`config.mk`:
```
export PLATFORM = sky130hd
export DESIGN_NAME = pml_phy_timing
export DESIGN_NICKNAME = d
export VERILOG_FILES = /design/src/rtl/pml_pkg.sv /design/src/rtl/pml_phy_timing.sv
export SDC_FILE = /design/constraint.sdc
export NUM_CORES = 1
export LEC_CHECK = 0
export ABC_AREA = 1
export BUFFER_PORTS_ARGS = -buffer_cell sky130_fd_sc_hd__buf_2
export CORE_MARGIN = 5
export CORE_UTILIZATION = 30
export DETAILED_ROUTE_END_ITERATION = 16
export PLACE_DENSITY_LB_ADDON = 0.05
export SYNTH_ARGS = -nofsm -noshare
export SYNTH_HDL_FRONTEND = slang
export SYNTH_SLANG_ARGS = --single-unit
```
`constraint.sdc`:
```
create_clock -name sys_clk_i -period 4 [get_ports sys_clk_i]
set_clock_uncertainty 0.1 [all_clocks]
set_input_delay 0.6 -clock sys_clk_i [delete_from_list [all_inputs] [get_ports sys_clk_i]]
set_output_delay 0.6 -clock sys_clk_i [all_outputs]
set_load 0.05 [all_outputs]
```
`src/rtl/pml_pkg.sv`:
```
// Constants for the MII-side timing block of a 10/100 PHY model.
// Assumes a 200 MHz system clock; all times are turned into clock counts here.
package pml_pkg;
    // ==========================================================================
    // Clock and bit times
    // ==========================================================================
    localparam int unsigned SYS_CLK_PS = 5000;
    localparam int unsigned BIT_TIME_PS = 10000;
    // ==========================================================================
    // Power-up and reset
    // ==========================================================================
    localparam int unsigned STRAP_DRIVE_US = 100;
    localparam int unsigned STRAP_DRIVE_CYC = (STRAP_DRIVE_US * 1000000) / SYS_CLK_PS;
    localparam int unsigned RESET_MIN_US = 1;
    localparam int unsigned RESET_MIN_CYC = (RESET_MIN_US * 1000000 + SYS_CLK_PS - 1) / SYS_CLK_PS;
    // ==========================================================================
    // Latencies in tenths of a bit time
    // ==========================================================================
    localparam int unsigned TX_START_TBIT = 48;
    localparam int unsigned TX_END_TBIT = 46;
    localparam int unsigned CRS_ON_TBIT = 140;
    localparam int unsigned RX_DATA_TBIT = 190;
    localparam int unsigned RX_FAST_TBIT = 150;
    localparam int unsigned CRS_OFF_TBIT = 190;
    localparam int unsigned TX_START_CYC = (TX_START_TBIT * BIT_TIME_PS) / (10 * SYS_CLK_PS);
    localparam int unsigned TX_END_CYC = (TX_END_TBIT * BIT_TIME_PS) / (10 * SYS_CLK_PS);
    localparam int unsigned CRS_ON_CYC = (CRS_ON_TBIT * BIT_TIME_PS) / (10 * SYS_CLK_PS);
    localparam int unsigned RX_DATA_CYC = (RX_DATA_TBIT * BIT_TIME_PS) / (10 * SYS_CLK_PS);
    localparam int unsigned RX_FAST_CYC = (RX_FAST_TBIT * BIT_TIME_PS) / (10 * SYS_CLK_PS);
    localparam int unsigned CRS_OFF_CYC = (CRS_OFF_TBIT * BIT_TIME_PS) / (10 * SYS_CLK_PS);
    localparam int unsigned DLY_LEN = 64;
    // ==========================================================================
    // Configuration register field
    // ==========================================================================
    localparam logic [15:0] SW_STRAP_CTRL_REG_ONE_ADDR = 16'h0009;
    localparam int unsigned FAST_VALID_DETECT_BIT = 1;
    // ==========================================================================
    // Receive clock phases in system cycles
    // ==========================================================================
    localparam int unsigned RXC_HALF_100_CYC = 4;
    localparam int unsigned RXC_HALF_10_CYC = 40;
    typedef enum logic [1:0] {PML_RX_IDLE, PML_RX_PKT, PML_RX_TAIL} pml_rx_st_t;
endpackage : pml_pkg
```
`src/rtl/pml_phy_timing.sv`:
```
// MII-side timing core: strap latch, transmit and receive latency lines, receive clock.
// Assumes tx_clk_i, the line inputs and the strap pins come from outside the system
// clock domain and pass two flip-flops here; configuration and rx_ready_i are on it.
// Latencies are counted in whole cycles of the system clock.
//
// Notes on behaviour
// [RULE1] Straps are sampled and the strap pins turn into outputs no sooner than 100 us after power-up.
// [RULE2] The outside party holds reset low at least 1 us with the reference clock stable for 1 ms. The bench holds reset low only 4 system cycles (20 ns).
// [RULE3] Switching receive clock sources may stretch a clock phase but never shortens one.
// [RULE4] At 100 Mb/s the first line bit leaves about 4.8 bit times after the first tx_clk rise with enable.
// [RULE5] At 100 Mb/s the line output ends about 4.6 bit times after the closing tx_clk edge.
// [RULE6] At 100 Mb/s carrier sense rises about 14 bit times after the start group arrives.
// [RULE7] Normal receive data latency at 100 Mb/s is about 19 bit times.
// [RULE8] Bit 1 of the configuration register enables fast valid detection, cutting latency to 15.
// [RULE9] Carrier sense falls about 19 bit times after the end group arrives.
// [RULE10] The attached controller updates transmit data and enable on the tx_clk rising edge.
// [RULE11] At 10 Mb/s the device captures transmit data and enable on the tx_clk falling edge.
`timescale 1ns/1ps
module pml_phy_timing
    import pml_pkg::*;
#(
    parameter int unsigned STRAP_CYC = STRAP_DRIVE_CYC,
    parameter int unsigned W = 4
) (
    // Clock and reset
    input wire logic sys_clk_i,
    input wire logic nrst_i,
    // Configuration
    input wire logic [15:0] sw_strap_ctrl_reg_one_i,
    input wire logic speed_100_i,
    input wire logic rx_recovered_sel_i,
    // Strap pins
    input wire logic [W-1:0] strap_pin_i,
    output logic [W-1:0] strap_pin_o,
    output logic [W-1:0] strap_pin_oe_o,
    output logic [W-1:0] strap_val_o,
    // MII transmit
    input wire logic tx_clk_i,
    input wire logic tx_en_i,
    input wire logic [3:0] txd_i,
    // Line side
    output logic line_tx_o,
    output logic [3:0] line_txd_o,
    input wire logic line_rx_act_i,
    input wire logic [3:0] line_rxd_i,
    // MII receive
    output logic rx_clk_o,
    output logic crs_o,
    output logic rx_dv_o,
    output logic [3:0] rxd_o,
    input wire logic rx_ready_i
);
    // ==========================================================================
    // State
    // ==========================================================================
    // Everything the core remembers sits in one record, so that reset and the
    // register stage always cover all of it together.
    typedef struct packed {
        // Power-up wait and latched straps.
        logic [31:0] por_cnt;
        logic strap_done;
        logic [2*W-1:0] strap_s;
        logic [W-1:0] strap;
        // Input synchronisers; the transmit clock has a third stage to find edges.
        logic [2:0] txc_s;
        logic [1:0] txe_s;
        logic [7:0] txd_s;
        logic [1:0] rxa_s;
        logic [7:0] rxd_s;
        // Latency lines, one entry per system cycle.
        logic [DLY_LEN-1:0] txv_line;
        logic [DLY_LEN*4-1:0] txd_line;
        logic [DLY_LEN-1:0] rxv_line;
        logic [DLY_LEN*4-1:0] rxd_line;
        logic [DLY_LEN-1:0] crs_line;
        // Transmit capture.
        logic tx_act;
        logic [3:0] tx_word;
        // Receive control and two-entry buffer.
        pml_rx_st_t rx_st;
        logic [1:0] buf_v;
        logic [7:0] buf_d;
        // Registered outputs.
        logic line_tx;
        logic [3:0] line_txd;
        logic crs;
        logic rx_dv;
        logic [3:0] rxd;
        // Receive clock generator.
        logic rx_clk;
        logic [7:0] rxc_cnt;
        logic rxc_src;
    } pml_state_t;
    pml_state_t s_q;
    pml_state_t s_d;

    // ==========================================================================
    // Helpers
    // ==========================================================================
    // Entry n-1 of a one-bit latency line: the value put in n cycles before.
    function automatic logic tap(input logic [DLY_LEN-1:0] v, input int unsigned n);
        tap = v[n-1];
    endfunction : tap

    // Entry n-1 of a nibble-wide latency line, aligned with tap.
    function automatic logic [3:0] tap4(input logic [DLY_LEN*4-1:0] v,
                                        input int unsigned n);
        tap4 = v[n*4-1 -: 4];
    endfunction : tap4

    // Pushes one bit into a one-bit latency line.
    function automatic logic [DLY_LEN-1:0] push1(input logic [DLY_LEN-1:0] v, input logic b);
        push1 = {v[DLY_LEN-2:0], b};
    endfunction : push1

    // Pushes one nibble into a nibble-wide latency line.
    function automatic logic [DLY_LEN*4-1:0] push4(input logic [DLY_LEN*4-1:0] v,
                                                   input logic [3:0] d);
        push4 = {v[DLY_LEN*4-5:0], d};
    endfunction : push4

    // Receive latency in cycles for the selected detection mode.
    function automatic int unsigned rx_lat(input logic fast_on);
        if (fast_on) begin
            rx_lat = RX_FAST_CYC;
        end else begin
            rx_lat = RX_DATA_CYC;
        end
    endfunction : rx_lat

    // ==========================================================================
    // Next state
    // ==========================================================================
    logic tx_rise;
    logic tx_fall;
    logic cap_edge;
    logic tx_start_hit;
    logic tx_end_hit;
    logic crs_on_hit;
    logic crs_off_hit;
    logic fast;
    logic rx_take;
    logic [3:0] rx_nib;
    logic [7:0] half_cyc;

    always_comb begin
        s_d = s_q;
        tx_rise = s_q.txc_s[1] & ~s_q.txc_s[2];
        tx_fall = ~s_q.txc_s[1] & s_q.txc_s[2];
        // Taps of the latency lines, read from the current state.
        tx_start_hit = tap(s_q.txv_line, TX_START_CYC);
        tx_end_hit = tap(s_q.txv_line, TX_END_CYC);
        crs_on_hit = tap(s_q.crs_line, CRS_ON_CYC);
        crs_off_hit = tap(s_q.crs_line, CRS_OFF_CYC);
        fast = sw_strap_ctrl_reg_one_i[FAST_VALID_DETECT_BIT];
        rx_take = tap(s_q.rxv_line, rx_lat(fast));
        rx_nib = tap4(s_q.rxd_line, rx_lat(fast));
        // Defaults for the decode results chosen below.
        cap_edge = 1'b0;
        half_cyc = 8'(RXC_HALF_10_CYC);

        // Power-up wait. The strap pins stay inputs until it has run out, so that
        // the board's pull resistors have settled the levels before they are latched.
        s_d.strap_s = {s_q.strap_s[W-1:0], strap_pin_i};
        if (!s_q.strap_done) begin
            s_d.por_cnt = s_q.por_cnt + 32'h1;
            if (s_q.por_cnt >= STRAP_CYC - 1) begin // see [RULE1]
                s_d.strap_done = 1'b1;
                s_d.strap = s_q.strap_s[2*W-1:W];
            end
        end

        // Synchronisers: the first stage feeds only the second.
        s_d.txc_s = {s_q.txc_s[1:0], tx_clk_i};
        s_d.txe_s = {s_q.txe_s[0], tx_en_i};
        s_d.txd_s = {s_q.txd_s[3:0], txd_i};
        s_d.rxa_s = {s_q.rxa_s[0], line_rx_act_i};
        s_d.rxd_s = {s_q.rxd_s[3:0], line_rxd_i};

        // Transmit capture. The controller changes its signals on the rise, so at
        // 10 Mb/s the fall is the edge furthest from any change.
        if (speed_100_i) begin
            cap_edge = tx_rise; // see [RULE4]
        end else begin
            cap_edge = tx_fall; // see [RULE11]
        end
        if (cap_edge) begin
            s_d.tx_act = s_q.txe_s[1];
            s_d.tx_word = s_q.txd_s[7:4];
        end
        s_d.txv_line = push1(s_q.txv_line, s_q.tx_act);
        s_d.txd_line = push4(s_q.txd_line, s_q.tx_word);

        // Start and end use separate taps so that each keeps its own latency.
        // Latencies are whole system cycles, so fractions of a bit time are lost.
        if (s_q.tx_act && tx_start_hit) begin // see [RULE4]
            s_d.line_tx = 1'b1;
        end else if (!tx_end_hit) begin // see [RULE5]
            s_d.line_tx = 1'b0;
        end
        s_d.line_txd = tap4(s_q.txd_line, TX_START_CYC);

        // Receive latency lines, fed from the synchronised line inputs.
        s_d.crs_line = push1(s_q.crs_line, s_q.rxa_s[1]);
        s_d.rxv_line = push1(s_q.rxv_line, s_q.rxa_s[1]);
        s_d.rxd_line = push4(s_q.rxd_line, s_q.rxd_s[7:4]);

        // Carrier sense follows the line activity with separate on and off delays.
        case (s_q.rx_st)
            PML_RX_IDLE: begin
                // Waiting for a start group to come out of the on delay.
                if (crs_on_hit) begin // see [RULE6]
                    s_d.crs = 1'b1;
                    s_d.rx_st = PML_RX_PKT;
                end
            end
            PML_RX_PKT: begin
                // Activity has dropped at the on tap; the off delay runs on.
                if (!crs_on_hit) begin
                    s_d.rx_st = PML_RX_TAIL;
                end
            end
            PML_RX_TAIL: begin
                // The end group has come out of the longer off delay.
                if (!crs_off_hit) begin // see [RULE9]
                    s_d.crs = 1'b0;
                    s_d.rx_st = PML_RX_IDLE;
                end
            end
            default: begin
                s_d.rx_st = PML_RX_IDLE;
            end
        endcase

        // Two-entry buffer: a receiver stall holds words rather than dropping them.
        // Only a third word that arrives while both entries are full is lost.
        if (rx_ready_i && s_q.buf_v[0]) begin
            s_d.buf_v = {1'b0, s_q.buf_v[1]};
            s_d.buf_d = {4'h0, s_q.buf_d[7:4]};
        end
        if (rx_take) begin // see [RULE7] see [RULE8]
            if (!s_d.buf_v[0]) begin
                s_d.buf_v[0] = 1'b1;
                s_d.buf_d[3:0] = rx_nib;
            end else if (!s_d.buf_v[1]) begin
                s_d.buf_v[1] = 1'b1;
                s_d.buf_d[7:4] = rx_nib;
            end
        end
        s_d.rx_dv = s_q.buf_v[0];
        s_d.rxd = s_q.buf_d[3:0];

        // Receive clock. A change of source waits for the end of a low phase and
        // then stretches it, so neither phase is ever cut short.
        if (speed_100_i) begin
            half_cyc = 8'(RXC_HALF_100_CYC);
        end else begin
            half_cyc = 8'(RXC_HALF_10_CYC);
        end
        if (s_q.rxc_cnt >= half_cyc - 8'h1) begin // see [RULE3]
            s_d.rxc_cnt = 8'h0;
            if (s_q.rxc_src != rx_recovered_sel_i && !s_q.rx_clk) begin
                s_d.rxc_src = rx_recovered_sel_i;
            end else begin
                s_d.rx_clk = ~s_q.rx_clk;
            end
        end else begin
            s_d.rxc_cnt = s_q.rxc_cnt + 8'h1;
        end
    end

    // ==========================================================================
    // Register stage
    // ==========================================================================
    // Reset is synchronous and clears every field, so the power-up wait restarts.
    always_ff @(posedge sys_clk_i) begin
        if (!nrst_i) begin
            s_q <= '0;
        end else begin
            s_q <= s_d;
        end
    end

    // ==========================================================================
    // Outputs
    // ==========================================================================
    // Every output is a bare register bit; nothing is decoded after the flip-flops.
    // Strap pins.
    assign strap_pin_o = s_q.strap;
    assign strap_pin_oe_o = {W{s_q.strap_done}};
    assign strap_val_o = s_q.strap;

    // Line side.
    assign line_tx_o = s_q.line_tx;
    assign line_txd_o = s_q.line_txd;

    // MII receive.
    assign rx_clk_o = s_q.rx_clk;
    assign crs_o = s_q.crs;
    assign rx_dv_o = s_q.rx_dv;
    assign rxd_o = s_q.rxd;
endmodule : pml_phy_timing

```
==> summary.md, run 1 <==
| Metric | Value |
|---|---|
| Cells along the critical path | buf_2 |
| Global route total overflow | 0 |
| Cell types with the largest area share after synthesis | sky130_fd_sc_hd__dfxtp_1 (61%), sky130_fd_sc_hd__nand2_1 (13%), sky130_fd_sc_hd__inv_1 (11%) |
| Routed wire length | 18400 um |
| First-iteration detailed-routing DRC count | 302 |
| Overall routing resource usage | 0.0920 |
| Vias in the first global route | 6909 |
| Routed via count divided by cell count | between 3 and 4 |
| Post-layout net count | about 1400 |
| Cts repair resizes | 0 |
| Critical path type | flip-flop to primary output |
| Number of standard cells in the final layout excluding fillers | 1893 |
| Remaining design rule violation count | 0 |
| Area growth, synth to finish | 15.6% |
| Per-instance average area after synthesis | ~8 um^2 |
| Number of cells on the worst hold path | 3 |
| Routability congestion estimate | ~0.8 |
| Category of cells accounting for the largest share of critical-path delay | flip-flops |
| Number of standard cells after synthesis | 1378 |
| Vias after detailed routing | between 7000 and 8000 |
| Port-buffer cells | 44 |
| EDFF count, synth | 0 |
| Postcts setup bufs | 0 |
| Startpoint Class | flip-flop |
| Maximum count of clock buffers along a single path | 3 |
| Initial core utilization | 0.305 |
| Classification of the worst-slack hold path | input port to flip-flop |
| Core area | 36800 um^2 |
| Ratio of final minimum period to clock period | 0.554 |
| Fillcell total | 3949 |
| Post-synthesis cell area | ~11000 um^2 |
| DP Wirelength | 10800 um |
| Initial antenna violation count | 0 |
| WL met1 | 8830 um |
| Cell type with the highest aggregate area in the netlist | sky130_fd_sc_hd__dfxtp_1 |
| Async set-or-reset flop fraction in the synthesized netlist | 0 |
| R2R cell count | 10 |
| Power density of the placed cells | 539 nW/um^2 |
| Height of the die | between 200 and 250 um |
| Routed length on met3 | 903 um |
| Highest clock frequency the design can meet | 0.451 GHz |
| Largest driver fanout on the critical path | 11 |
| #FFs+latches synth | 341 |
| Area enclosed by the die boundary | 41300 um^2 |
| Top Layer Used | met4 |
| Status | finished, final reports clean |
| First-pass GRT wire length | 32100 um |
| Bufs and invs on worst path | 1 |
| Maximum number of pins on one net before global-route repair | 182 |
| Insertion delay to the later sink of the worst-skew pair | 520 ps |
| Tightest slew margin relative to the limit | 0.371 |
| Die extent in x | 203 um |
| Worst IR Drop VDD | roughly 0.31 mV |
| Clock edge transition at the registers on the reported setup and hold paths | 60 ps |
| Placed instance count | 1830 |
| Number of hold-repair buffers added at the cts stage | 0 |
| Area share of the largest cell type after synthesis | 0.609 |
| Diode count | 0 |
| Sequential fraction of the synthesis area | 0.609 |
| Summed negative setup slack over all endpoints | 0 ps |
| Detailed route wirelength on metal2 | around 8000 um |
| Levels on crit path | 1 |
| Final Hold Viols | 0 |
| Slowest stage delay, CP | around 630 ps |
| Synthesized net count | around 1400 |
| CTS Root Cell | sky130_fd_sc_hd__clkbuf_16 |
| Layout cell share with drive strength beyond 1 | 0.0996 |
| RSZ-0062 raised after global routing | false |
| Total number of placement rows | 70 |
| Transition at the pin with the smallest max-transition slack | 938 ps |
| Max Cap Violations | 0 |
| Cell at the slowest stage of the critical path | sky130_fd_sc_hd__dfxtp_1 |
| Io pins | 60 |
| CTS tree | yes |
| Static leakage | between 7 and 8 nW |
| Number of buffers created by CTS | 39 |
| Most common flop cell mapped by yosys | sky130_fd_sc_hd__dfxtp_1 |
| Number of synthesis warnings | 0 |
| H-tree depth | 2 |
| Sinks on Clock Net | ~340 |
| Final number of max-transition violations | 0 |
| Minimum period implied by the final worst setup slack | approximately 2200 ps |
| Number of nets still failing antenna checks after routing | 0 |
| Number of distinct library cells after synthesis | 37 |
| Critical Path Sink Type | primary output |
| Endpoints failing setup | 0 |
| Worst Path Arrival | 1520 ps |
| Wire per inst | 9.73 um |
| Pre-Repair DR Iteration Count | 6 |
| Data required time of the critical path | 3300 ps |
[metal layers]
| layer | up-vias | global-route usage |
|---|---|---|
| li1 | 3984 | - |
| met1 | 3237 | 0.118 |
| met2 | 77 | 0.145 |
| met3 | 46 | 0.0254 |
| met4 | 0 | 0.0417 |
| met5 | - | 0 |
[cells by family (layout without fill, tap and decap cells)]
family | after synthesis | in the layout | synth area share
other cells | 1 | 1 | 0.000334
fa+ha+maj | 4 | 4 | 0.00446
compound gates | 65 | 65 | 0.0312
simple gates | 559 | 559 | 0.208
buf+inv | 404 | 451 | 0.144
flops | 341 | 341 | 0.609
xor+xnor | 4 | 4 | 0.00312
[per-stage QoR]
step	util	power [mW]	setup slack, ps	hold WS, ps	instance area, um^2
after floorplan	-	3.60	2400	286	11200
after global placement	0.319	3.63	1510	290	11700
after detailed placement	0.319	3.63	1490	295	11700
after CTS	0.353	7.17	1730	118	13000
after global routing	0.353	7.32	1650	137	13000
final	0.353	6.98	1780	154	13000
[cell usage after synthesis, types with 2 or more instances]
master / number
sky130_fd_sc_hd__buf_2: 12
sky130_fd_sc_hd__nand3_1: 29
sky130_fd_sc_hd__nand2_1: 389
sky130_fd_sc_hd__o21a_1: 4
sky130_fd_sc_hd__nor3_4: 2
sky130_fd_sc_hd__nor3_1: 16
sky130_fd_sc_hd__nand3_2: 2
sky130_fd_sc_hd__nand2_2: 5
sky130_fd_sc_hd__inv_2: 9
sky130_fd_sc_hd__o21ai_0: 21
sky130_fd_sc_hd__nand4_1: 7
sky130_fd_sc_hd__nor2_4: 6
sky130_fd_sc_hd__a31oi_1: 5
sky130_fd_sc_hd__buf_1: 2
sky130_fd_sc_hd__inv_1: 332
sky130_fd_sc_hd__buf_4: 20
sky130_fd_sc_hd__nand2_4: 2
sky130_fd_sc_hd__xor2_1: 3
sky130_fd_sc_hd__dfxtp_1: 341
sky130_fd_sc_hd__a211oi_1: 3
sky130_fd_sc_hd__nor2_2: 10
sky130_fd_sc_hd__ha_1: 4
sky130_fd_sc_hd__nor2_1: 85
sky130_fd_sc_hd__o21ai_1: 5
sky130_fd_sc_hd__clkbuf_1: 27
sky130_fd_sc_hd__a21oi_1: 26
[state kept, by name, summed over array words and instances (netlist names), 4 cells and up]
name and cells:
line_txd_o 4, s_d 266, strap_pin_o 4, rxd_o 4, s_q 58
[path summary, 6_finish.rpt]
path | endpoint | slack (ps) | startpoint
setup / recovery | strap_pin_oe_o[1] | 1780 | strap_pin_oe_o[0]$_SDFF_PN0_
hold / removal | s_d[758]$_SDFF_PN0_ | 150 | txd_i[2]
setup reg to reg | s_q[802]$_SDFFE_PN0N_ | 2130 | s_q[778]$_SDFFE_PN0N_
hold reg to reg | s_d[197]$_SDFF_PN0_ | 300 | s_d[193]$_SDFF_PN0_
[where the power goes]
group          switching (mW)  internal (mW)  total [mW]
Clock                    1.35           2.08        3.43
Combinational          0.0844         0.0328       0.117
Sequential             0.0105           3.43        3.44
[cell usage in the layout, fill, tap and decap left out, drive strengths merged, types with 2 or more instances in the layout]
master / instances
ha: 4
dfxtp: 341
o21ai: 26
buf: 46
a31oi: 5
nor2: 101
inv: 343
clkinv: 7
a21oi: 26
nand4: 8
bufinv: 2
xor2: 3
clkbuf: 53
a211oi: 3
nand3: 31
o21a: 4
nor3: 19
nand2: 396
[layout make-up]
class	instances	area [um^2]	area share
Clock buffer	53	1120	0.0863
Tap cell	468	586	0.0452
Timing Repair Buffer	46	258	0.0199
Multi-Input combinational cell	633	2770	0.214
Inverter	342	1280	0.0990
Clock inverter	10	121	0.00936
Sequential cell	341	6830	0.526
Note: power is estimated with default switching activity, not from simulation.
==> run 2, diff against run 1 <==
clock period = 2.3 ns   (was 4 ns; I/O delays follow)
==> summary.md, run 2 (same netlist as run 1, synthesis figures left out) <==
| Metric | Value |
|---|---|
| Port-buffer cells | 44 (unchanged) |
| Summed negative setup slack over all endpoints | 0 ps (unchanged) |
| Routability congestion estimate | 0.771 (-3.2%) |
| Critical Path Sink Type | primary output |
| Wire per inst | 9.83 um (+0.99%) |
| Final number of max-transition violations | 0 (unchanged) |
| Bufs and invs on worst path | 1 (unchanged) |
| Vias after detailed routing | 7382 (+0.52%) |
| Maximum count of clock buffers along a single path | 3 (unchanged) |
| Final Hold Viols | 0 (unchanged) |
| DP Wirelength | 11100 um (+2.6%) |
| Clock edge transition at the registers on the reported setup and hold paths | 60 ps (about the same) |
| Fillcell total | 3889 (-1.5%) |
| Io pins | 60 (unchanged) |
| Die extent in x | 203 um (unchanged) |
| Core area | 36800 um^2 (unchanged) |
| Tightest slew margin relative to the limit | 0.651 (+0.280) |
| Initial antenna violation count | 0 (unchanged) |
| Post-layout net count | 1460 (+1.2%) |
| Height of the die | 203 um (unchanged) |
| Max FFs per register | 266 (unchanged) |
| Routed via count divided by cell count | 3.86 (-0.48%) |
| Category of cells accounting for the largest share of critical-path delay | flip-flops |
| Power, Total | 12.1 mW (+74%) |
| Max Cap Violations | 0 (unchanged) |
| Total number of placement rows | 70 (unchanged) |
| End of the worst register-to-register path | s_q[802]$_SDFFE_PN0N_ |
| RSZ-0062 raised after global routing | false |
| Endpoints failing setup | 0 (unchanged) |
| First-iteration detailed-routing DRC count | 322 (+6.6%) |
| Power density of the placed cells | 923 nW/um^2 (+71%) |
| Postcts setup bufs | 0 (unchanged) |
| Maximum number of pins on one net before global-route repair | 124 (-32%) |
| First-pass GRT wire length | 32500 um (+1.2%) |
| Worst IR Drop VDD | 0.478 mV (+53%) |
| Number of buffers created by CTS | 39 (unchanged) |
| Remaining design rule violation count | 0 (unchanged) |
| Worst reg2reg setup slack | 520 ps (-1610 ps) |
| Post-Layout Inst Area | 13200 um^2 (+1.5%) |
| Transition at the pin with the smallest max-transition slack | 524 ps (-414 ps) |
| Cell at the slowest stage of the critical path | sky130_fd_sc_hd__dfxtp_1 |
| Critical path type | flip-flop to primary output |
| Startpoint Class | flip-flop |
| R2R cell count | 10 (unchanged) |
| Minimum period implied by the final worst setup slack | between 1500 and 2000 ps |
| Number of cells on the worst hold path | 3 (unchanged) |
| Slowest stage delay, CP | 630 ps (about the same) |
| Critical R2R Launch | s_q[778]$_SDFFE_PN0N_ |
| Largest driver fanout on the critical path | 11 (unchanged) |
| Area enclosed by the die boundary | 41300 um^2 (unchanged) |
| Diode count | 0 (unchanged) |
| Vias in the first global route | 6847 (-0.90%) |
| Routed wire length | 18800 um (+2.0%) |
| CTS Root Cell | sky130_fd_sc_hd__clkbuf_16 |
| Insertion delay to the later sink of the worst-skew pair | 510 ps (about the same) |
| Data required time of the critical path | 1860 ps (-1440 ps) |
| Area growth, synth to finish | 17.4% |
| Classification of the worst-slack hold path | input port to flip-flop |
| Pre-Repair DR Iteration Count | 4 (-2) |
| Most frequent cells in the layout | sky130_fd_sc_hd__nand2_1 (389), sky130_fd_sc_hd__dfxtp_1 (341), sky130_fd_sc_hd__inv_1 (332), sky130_fd_sc_hd__nor2_1 (85), sky130_fd_sc_hd__buf_2 (43) |
| Initial core utilization | 0.305 (unchanged) |
| Post-DP Area | 11800 um^2 (+0.34%) |
| Highest clock frequency the design can meet | roughly 0.52 GHz |
| Sink of the worst hold path | s_d[11]$_SDFF_PN0_ |
| Status | finished, final reports clean |
| Layout cell share with drive strength beyond 1 | 0.0990 (-0.000619) |
| Overall routing resource usage | 0.0929 (+0.000885) |
| Global route total overflow | 0 (unchanged) |
| Static leakage | 7.46 nW (+1.1%) |
| CTS tree | yes |
| Worst Hold Launch | rx_ready_i |
| Number of nets still failing antenna checks after routing | 0 (unchanged) |
| Cells along the critical path | buf_2 |
| Most common library cell in the layout ignoring fill and taps | sky130_fd_sc_hd__nand2_1 |
| H-tree depth | 2 (unchanged) |
| Sinks on Clock Net | 341 (unchanged) |
| Worst Path Arrival | 1490 ps (-30 ps) |
| Ratio of final minimum period to clock period | 0.841 |
[run 2: changes by cell type in the layout (fill, tap and decap cells not counted), sizes merged]
cell | previous run | this run
inv | 343 | 342
bufinv | 2 | 1
buf | 46 | 48
dlygate4sd3 | 0 | 15
clkbuf | 53 | 62
clkinv | 7 | 2
[run 2: metal layers]
layer  part of all wire  vias to the layer above  GRT usage
met1               0.50                     3233      0.122
li1                   -                     4025          -
met5                  0                        -          0
met4              0.030                        0     0.0390
met2               0.43                       83      0.146
met3              0.040                       41     0.0232
[run 2: how the worst max path moves through the flow]
| stage | from | endpoint | slack (ps) | depth (start not counted) |
|---|---|---|---|---|
| after floorplan | s_q[778]$_SDFFE_PN0N_ | s_q[800]$_SDFFE_PN0N_ | 770 | 10 |
| after global placement | s_q[778]$_SDFFE_PN0N_ | s_q[802]$_SDFFE_PN0N_ | 520 | 10 |
| after detailed placement | s_q[778]$_SDFFE_PN0N_ | s_q[802]$_SDFFE_PN0N_ | 510 | 10 |
| after CTS | strap_pin_oe_o[0]$_SDFF_PN0_ | strap_pin_oe_o[2] | 310 | 1 |
| after global routing | strap_pin_oe_o[0]$_SDFF_PN0_ | strap_pin_oe_o[3] | 250 | 1 |
| final | strap_pin_oe_o[0]$_SDFF_PN0_ | strap_pin_oe_o[2] | 370 | 1 |
[run 2: stage by stage]
step	cells	setup slack, ps	hold WS, ps	utilization
floorplan	1378	766	286	-
global placement	1832	517	289	0.320
detailed placement	1832	507	295	0.320
CTS	1912	310	25.2	0.358
global route	1912	250	55.8	0.358
finish	1912	366	63.7	0.358
[run 2: power by group]
part	internal (mW)	switching (mW)	total, mW
Clock	3.66	2.28	5.94
Combinational	0.0796	0.151	0.230
Sequential	5.96	0.0186	5.98
[run 2: area by class of cell]
cell class | instances | area, um^2 | area share
flip-flops and latches | 341 | 6830 | 0.519
multi-input cells | 633 | 2770 | 0.211
inverters | 342 | 1280 | 0.0975
clock buffers | 62 | 1200 | 0.0913
well taps | 468 | 586 | 0.0445
repair buffers | 63 | 448 | 0.0340
clock inverters | 3 | 43.8 | 0.00333
[run 2: timing repair]
action	CTS	global route
resized for setup	0	0
hold buffers	15	0
hold endpoints to repair	15	0
==> run 3, diff against run 2 <==
clock period = 1.65 ns   (was 2.3 ns; I/O delays follow)
==> summary.md, run 3 (same netlist as run 1, synthesis figures left out) <==
| Metric | Value |
|---|---|
| Status | finished, final reports clean |
| CTS Root Cell | sky130_fd_sc_hd__clkbuf_16 |
| Power, Total | 16.7 mW (+38%) |
| Endpoints failing setup | 0 (unchanged) |
| Remaining design rule violation count | 0 (unchanged) |
| Sink of the worst hold path | s_q[30]$_SDFF_PN0_ |
| Critical R2R Launch | s_q[779]$_SDFFE_PN0N_ |
| Worst reg2reg setup slack | 40 ps (-480 ps) |
| Vias after detailed routing | 7514 (+1.8%) |
| Critical Path Sink Type | primary output |
| Data required time of the critical path | 1300 ps (-560 ps) |
| Post-layout net count | 1493 (+2.3%) |
| Minimum period implied by the final worst setup slack | 1620 ps |
| Max Cap Violations | 0 (unchanged) |
| Summed negative setup slack over all endpoints | 0 ps (unchanged) |
| H-tree depth | 2 (unchanged) |
| Most common library cell in the layout ignoring fill and taps | sky130_fd_sc_hd__nand2_1 |
| Clock edge transition at the registers on the reported setup and hold paths | 60 ps (about the same) |
| Highest clock frequency the design can meet | 0.617 GHz |
| Area enclosed by the die boundary | 41300 um^2 (unchanged) |
| End of the worst register-to-register path | s_q[803]$_SDFFE_PN0N_ |
| Height of the die | 203 um (unchanged) |
| Global route total overflow | 0 (unchanged) |
| Sinks on Clock Net | 341 (unchanged) |
| Global-route met1 utilization | 0.121 (-0.000700) |
| Max FFs per register | 266 (unchanged) |
| Layer with the highest usage | met2 |
| Total number of placement rows | 70 (unchanged) |
| Maximum count of clock buffers along a single path | 3 (unchanged) |
| Area growth, synth to finish | 20.2% |
| Power density of the placed cells | 1240 nW/um^2 (+35%) |
| Met3 GRT Util | 0.0242 (+0.000954) |
| Final number of max-transition violations | 0 (unchanged) |
| Number of nets still failing antenna checks after routing | 0 (unchanged) |
| RSZ-0062 raised after global routing | true |
| Number of cells on the worst hold path | 3 (unchanged) |
| Diode count | 0 (unchanged) |
| Static leakage | 7.67 nW (+2.7%) |
| Insertion delay to the later sink of the worst-skew pair | 510 ps (about the same) |
| Worst Hold Slack | 21.5 ps (-42.3 ps) |
| First-iteration detailed-routing DRC count | 313 (-2.8%) |
| Critical path type | flip-flop to primary output |
| Routability congestion estimate | 0.749 (-2.9%) |
| Initial core utilization | 0.305 (unchanged) |
| Worst Hold Launch | nrst_i |
| Worst IR Drop VDD | 0.757 mV (+58%) |
| DP Wirelength | 11600 um (+4.8%) |
| Routed via count divided by cell count | 3.86 (about the same) |
| Ratio of final minimum period to clock period | 0.983 |
| Worst Path Arrival | 1270 ps (-220 ps) |
| Post-DP Area | 12000 um^2 (+1.8%) |
| Routed wire length | 19000 um (+1.1%) |
| R2R cell count | 9 (-1) |
| Vias in the first global route | 6864 (+0.25%) |
| Startpoint Class | flip-flop |
| First-pass GRT wire length | 32700 um (+0.76%) |
| Port-buffer cells | 44 (unchanged) |
| Final Hold Viols | 0 (unchanged) |
| Die extent in x | 203 um (unchanged) |
| Wire per inst | 9.76 um (-0.73%) |
| Io pins | 60 (unchanged) |
| Min setup slack post-route | 28.8 ps (-337 ps) |
| Post-Layout Inst Area | 13500 um^2 (+2.4%) |
| Core area | 36800 um^2 (unchanged) |
| Pre-Repair DR Iteration Count | 4 (unchanged) |
| Largest driver fanout on the critical path | 7 (-4) |
| CTS tree | yes |
| Number of buffers created by CTS | 39 (unchanged) |
| Overall routing resource usage | 0.0931 (+0.000225) |
| Layout cell share with drive strength beyond 1 | 0.123 (+0.0239) |
| Initial antenna violation count | 0 (unchanged) |
| Classification of the worst-slack hold path | input port to flip-flop |
| Maximum number of pins on one net before global-route repair | 91 (-27%) |
| Fraction of met2 tracks used by global routing | 0.148 (+0.00119) |
| Setup WS pre-CTS | 4.61 ps (-502 ps) |
| Most frequent cells in the layout | sky130_fd_sc_hd__nand2_1 (388), sky130_fd_sc_hd__dfxtp_1 (338), sky130_fd_sc_hd__inv_1 (332), sky130_fd_sc_hd__nor2_1 (81) |
-- run 3: layout make-up --
type                            count  area (um^2)
Fill cell                        3879        23300
Clock buffer                       60         1130
Tap cell                          468          586
Inverter                          342         1280
Multi-Input combinational cell    633         2840
Sequential cell                   341         6830
Clock inverter                      8         71.3
Timing Repair Buffer               96          731
-- run 3: critical path, cell delays in order (launching register included) --
cell,delay [ps]
sky130_fd_sc_hd__dfxtp_4,420
sky130_fd_sc_hd__buf_6,140
sky130_fd_sc_hd__buf_4,200
-- run 3: metrics by stage --
step | cells | util
4_1_cts | 1943 | 0.363
5_1_grt | 1948 | 0.366
6_report | 1948 | 0.366
2_1_floorplan | 1378 | -
3_5_place_dp | 1858 | 0.326
3_3_place_gp | 1858 | 0.326
-- run 3: metal layers --
layer  wire (um)  part of all wire  vias up
met5           0                 0        -
met4         628             0.033        0
met3         818             0.043       51
met2        8320              0.44       84
met1        9250              0.49     3294
li1            -                 -     4085
-- run 3: worst max-delay path by stage --
stage                                       end                    startpoint  slack (ps)  depth (start not counted)
after floorplan           s_q[800]$_SDFFE_PN0N_         s_q[778]$_SDFFE_PN0N_         120                         10
after global placement    s_q[802]$_SDFFE_PN0N_         s_q[779]$_SDFFE_PN0N_          20                         10
after detailed placement      s_q[4]$_SDFF_PP0_                   speed_100_i           5                          7
after CTS                     strap_pin_oe_o[1]  strap_pin_oe_o[0]$_SDFF_PN0_         -20                          2
after global routing      s_q[806]$_SDFFE_PN0N_         s_q[779]$_SDFFE_PN0N_         -80                         10
final                         strap_pin_oe_o[3]  strap_pin_oe_o[0]$_SDFF_PN0_          30                          2
-- run 3: report_power, final --
part | switching (mW) | total [mW] | internal, mW
clock network | 3.19 | 8.06 | 4.87
logic | 0.215 | 0.349 | 0.134
registers | 0.0263 | 8.33 | 8.31
total | 3.43 | 16.7 | 13.3
-- run 3: what timing repair did --
item | in CTS | in global routing
gates resized for setup | 6 | 19
endpoints found under the setup margin | 4 | 26
hold buffers | 17 | 0
pin swaps | 0 | 11
buffers inserted | 0 | 5
endpoints found under the hold margin | 19 | 0
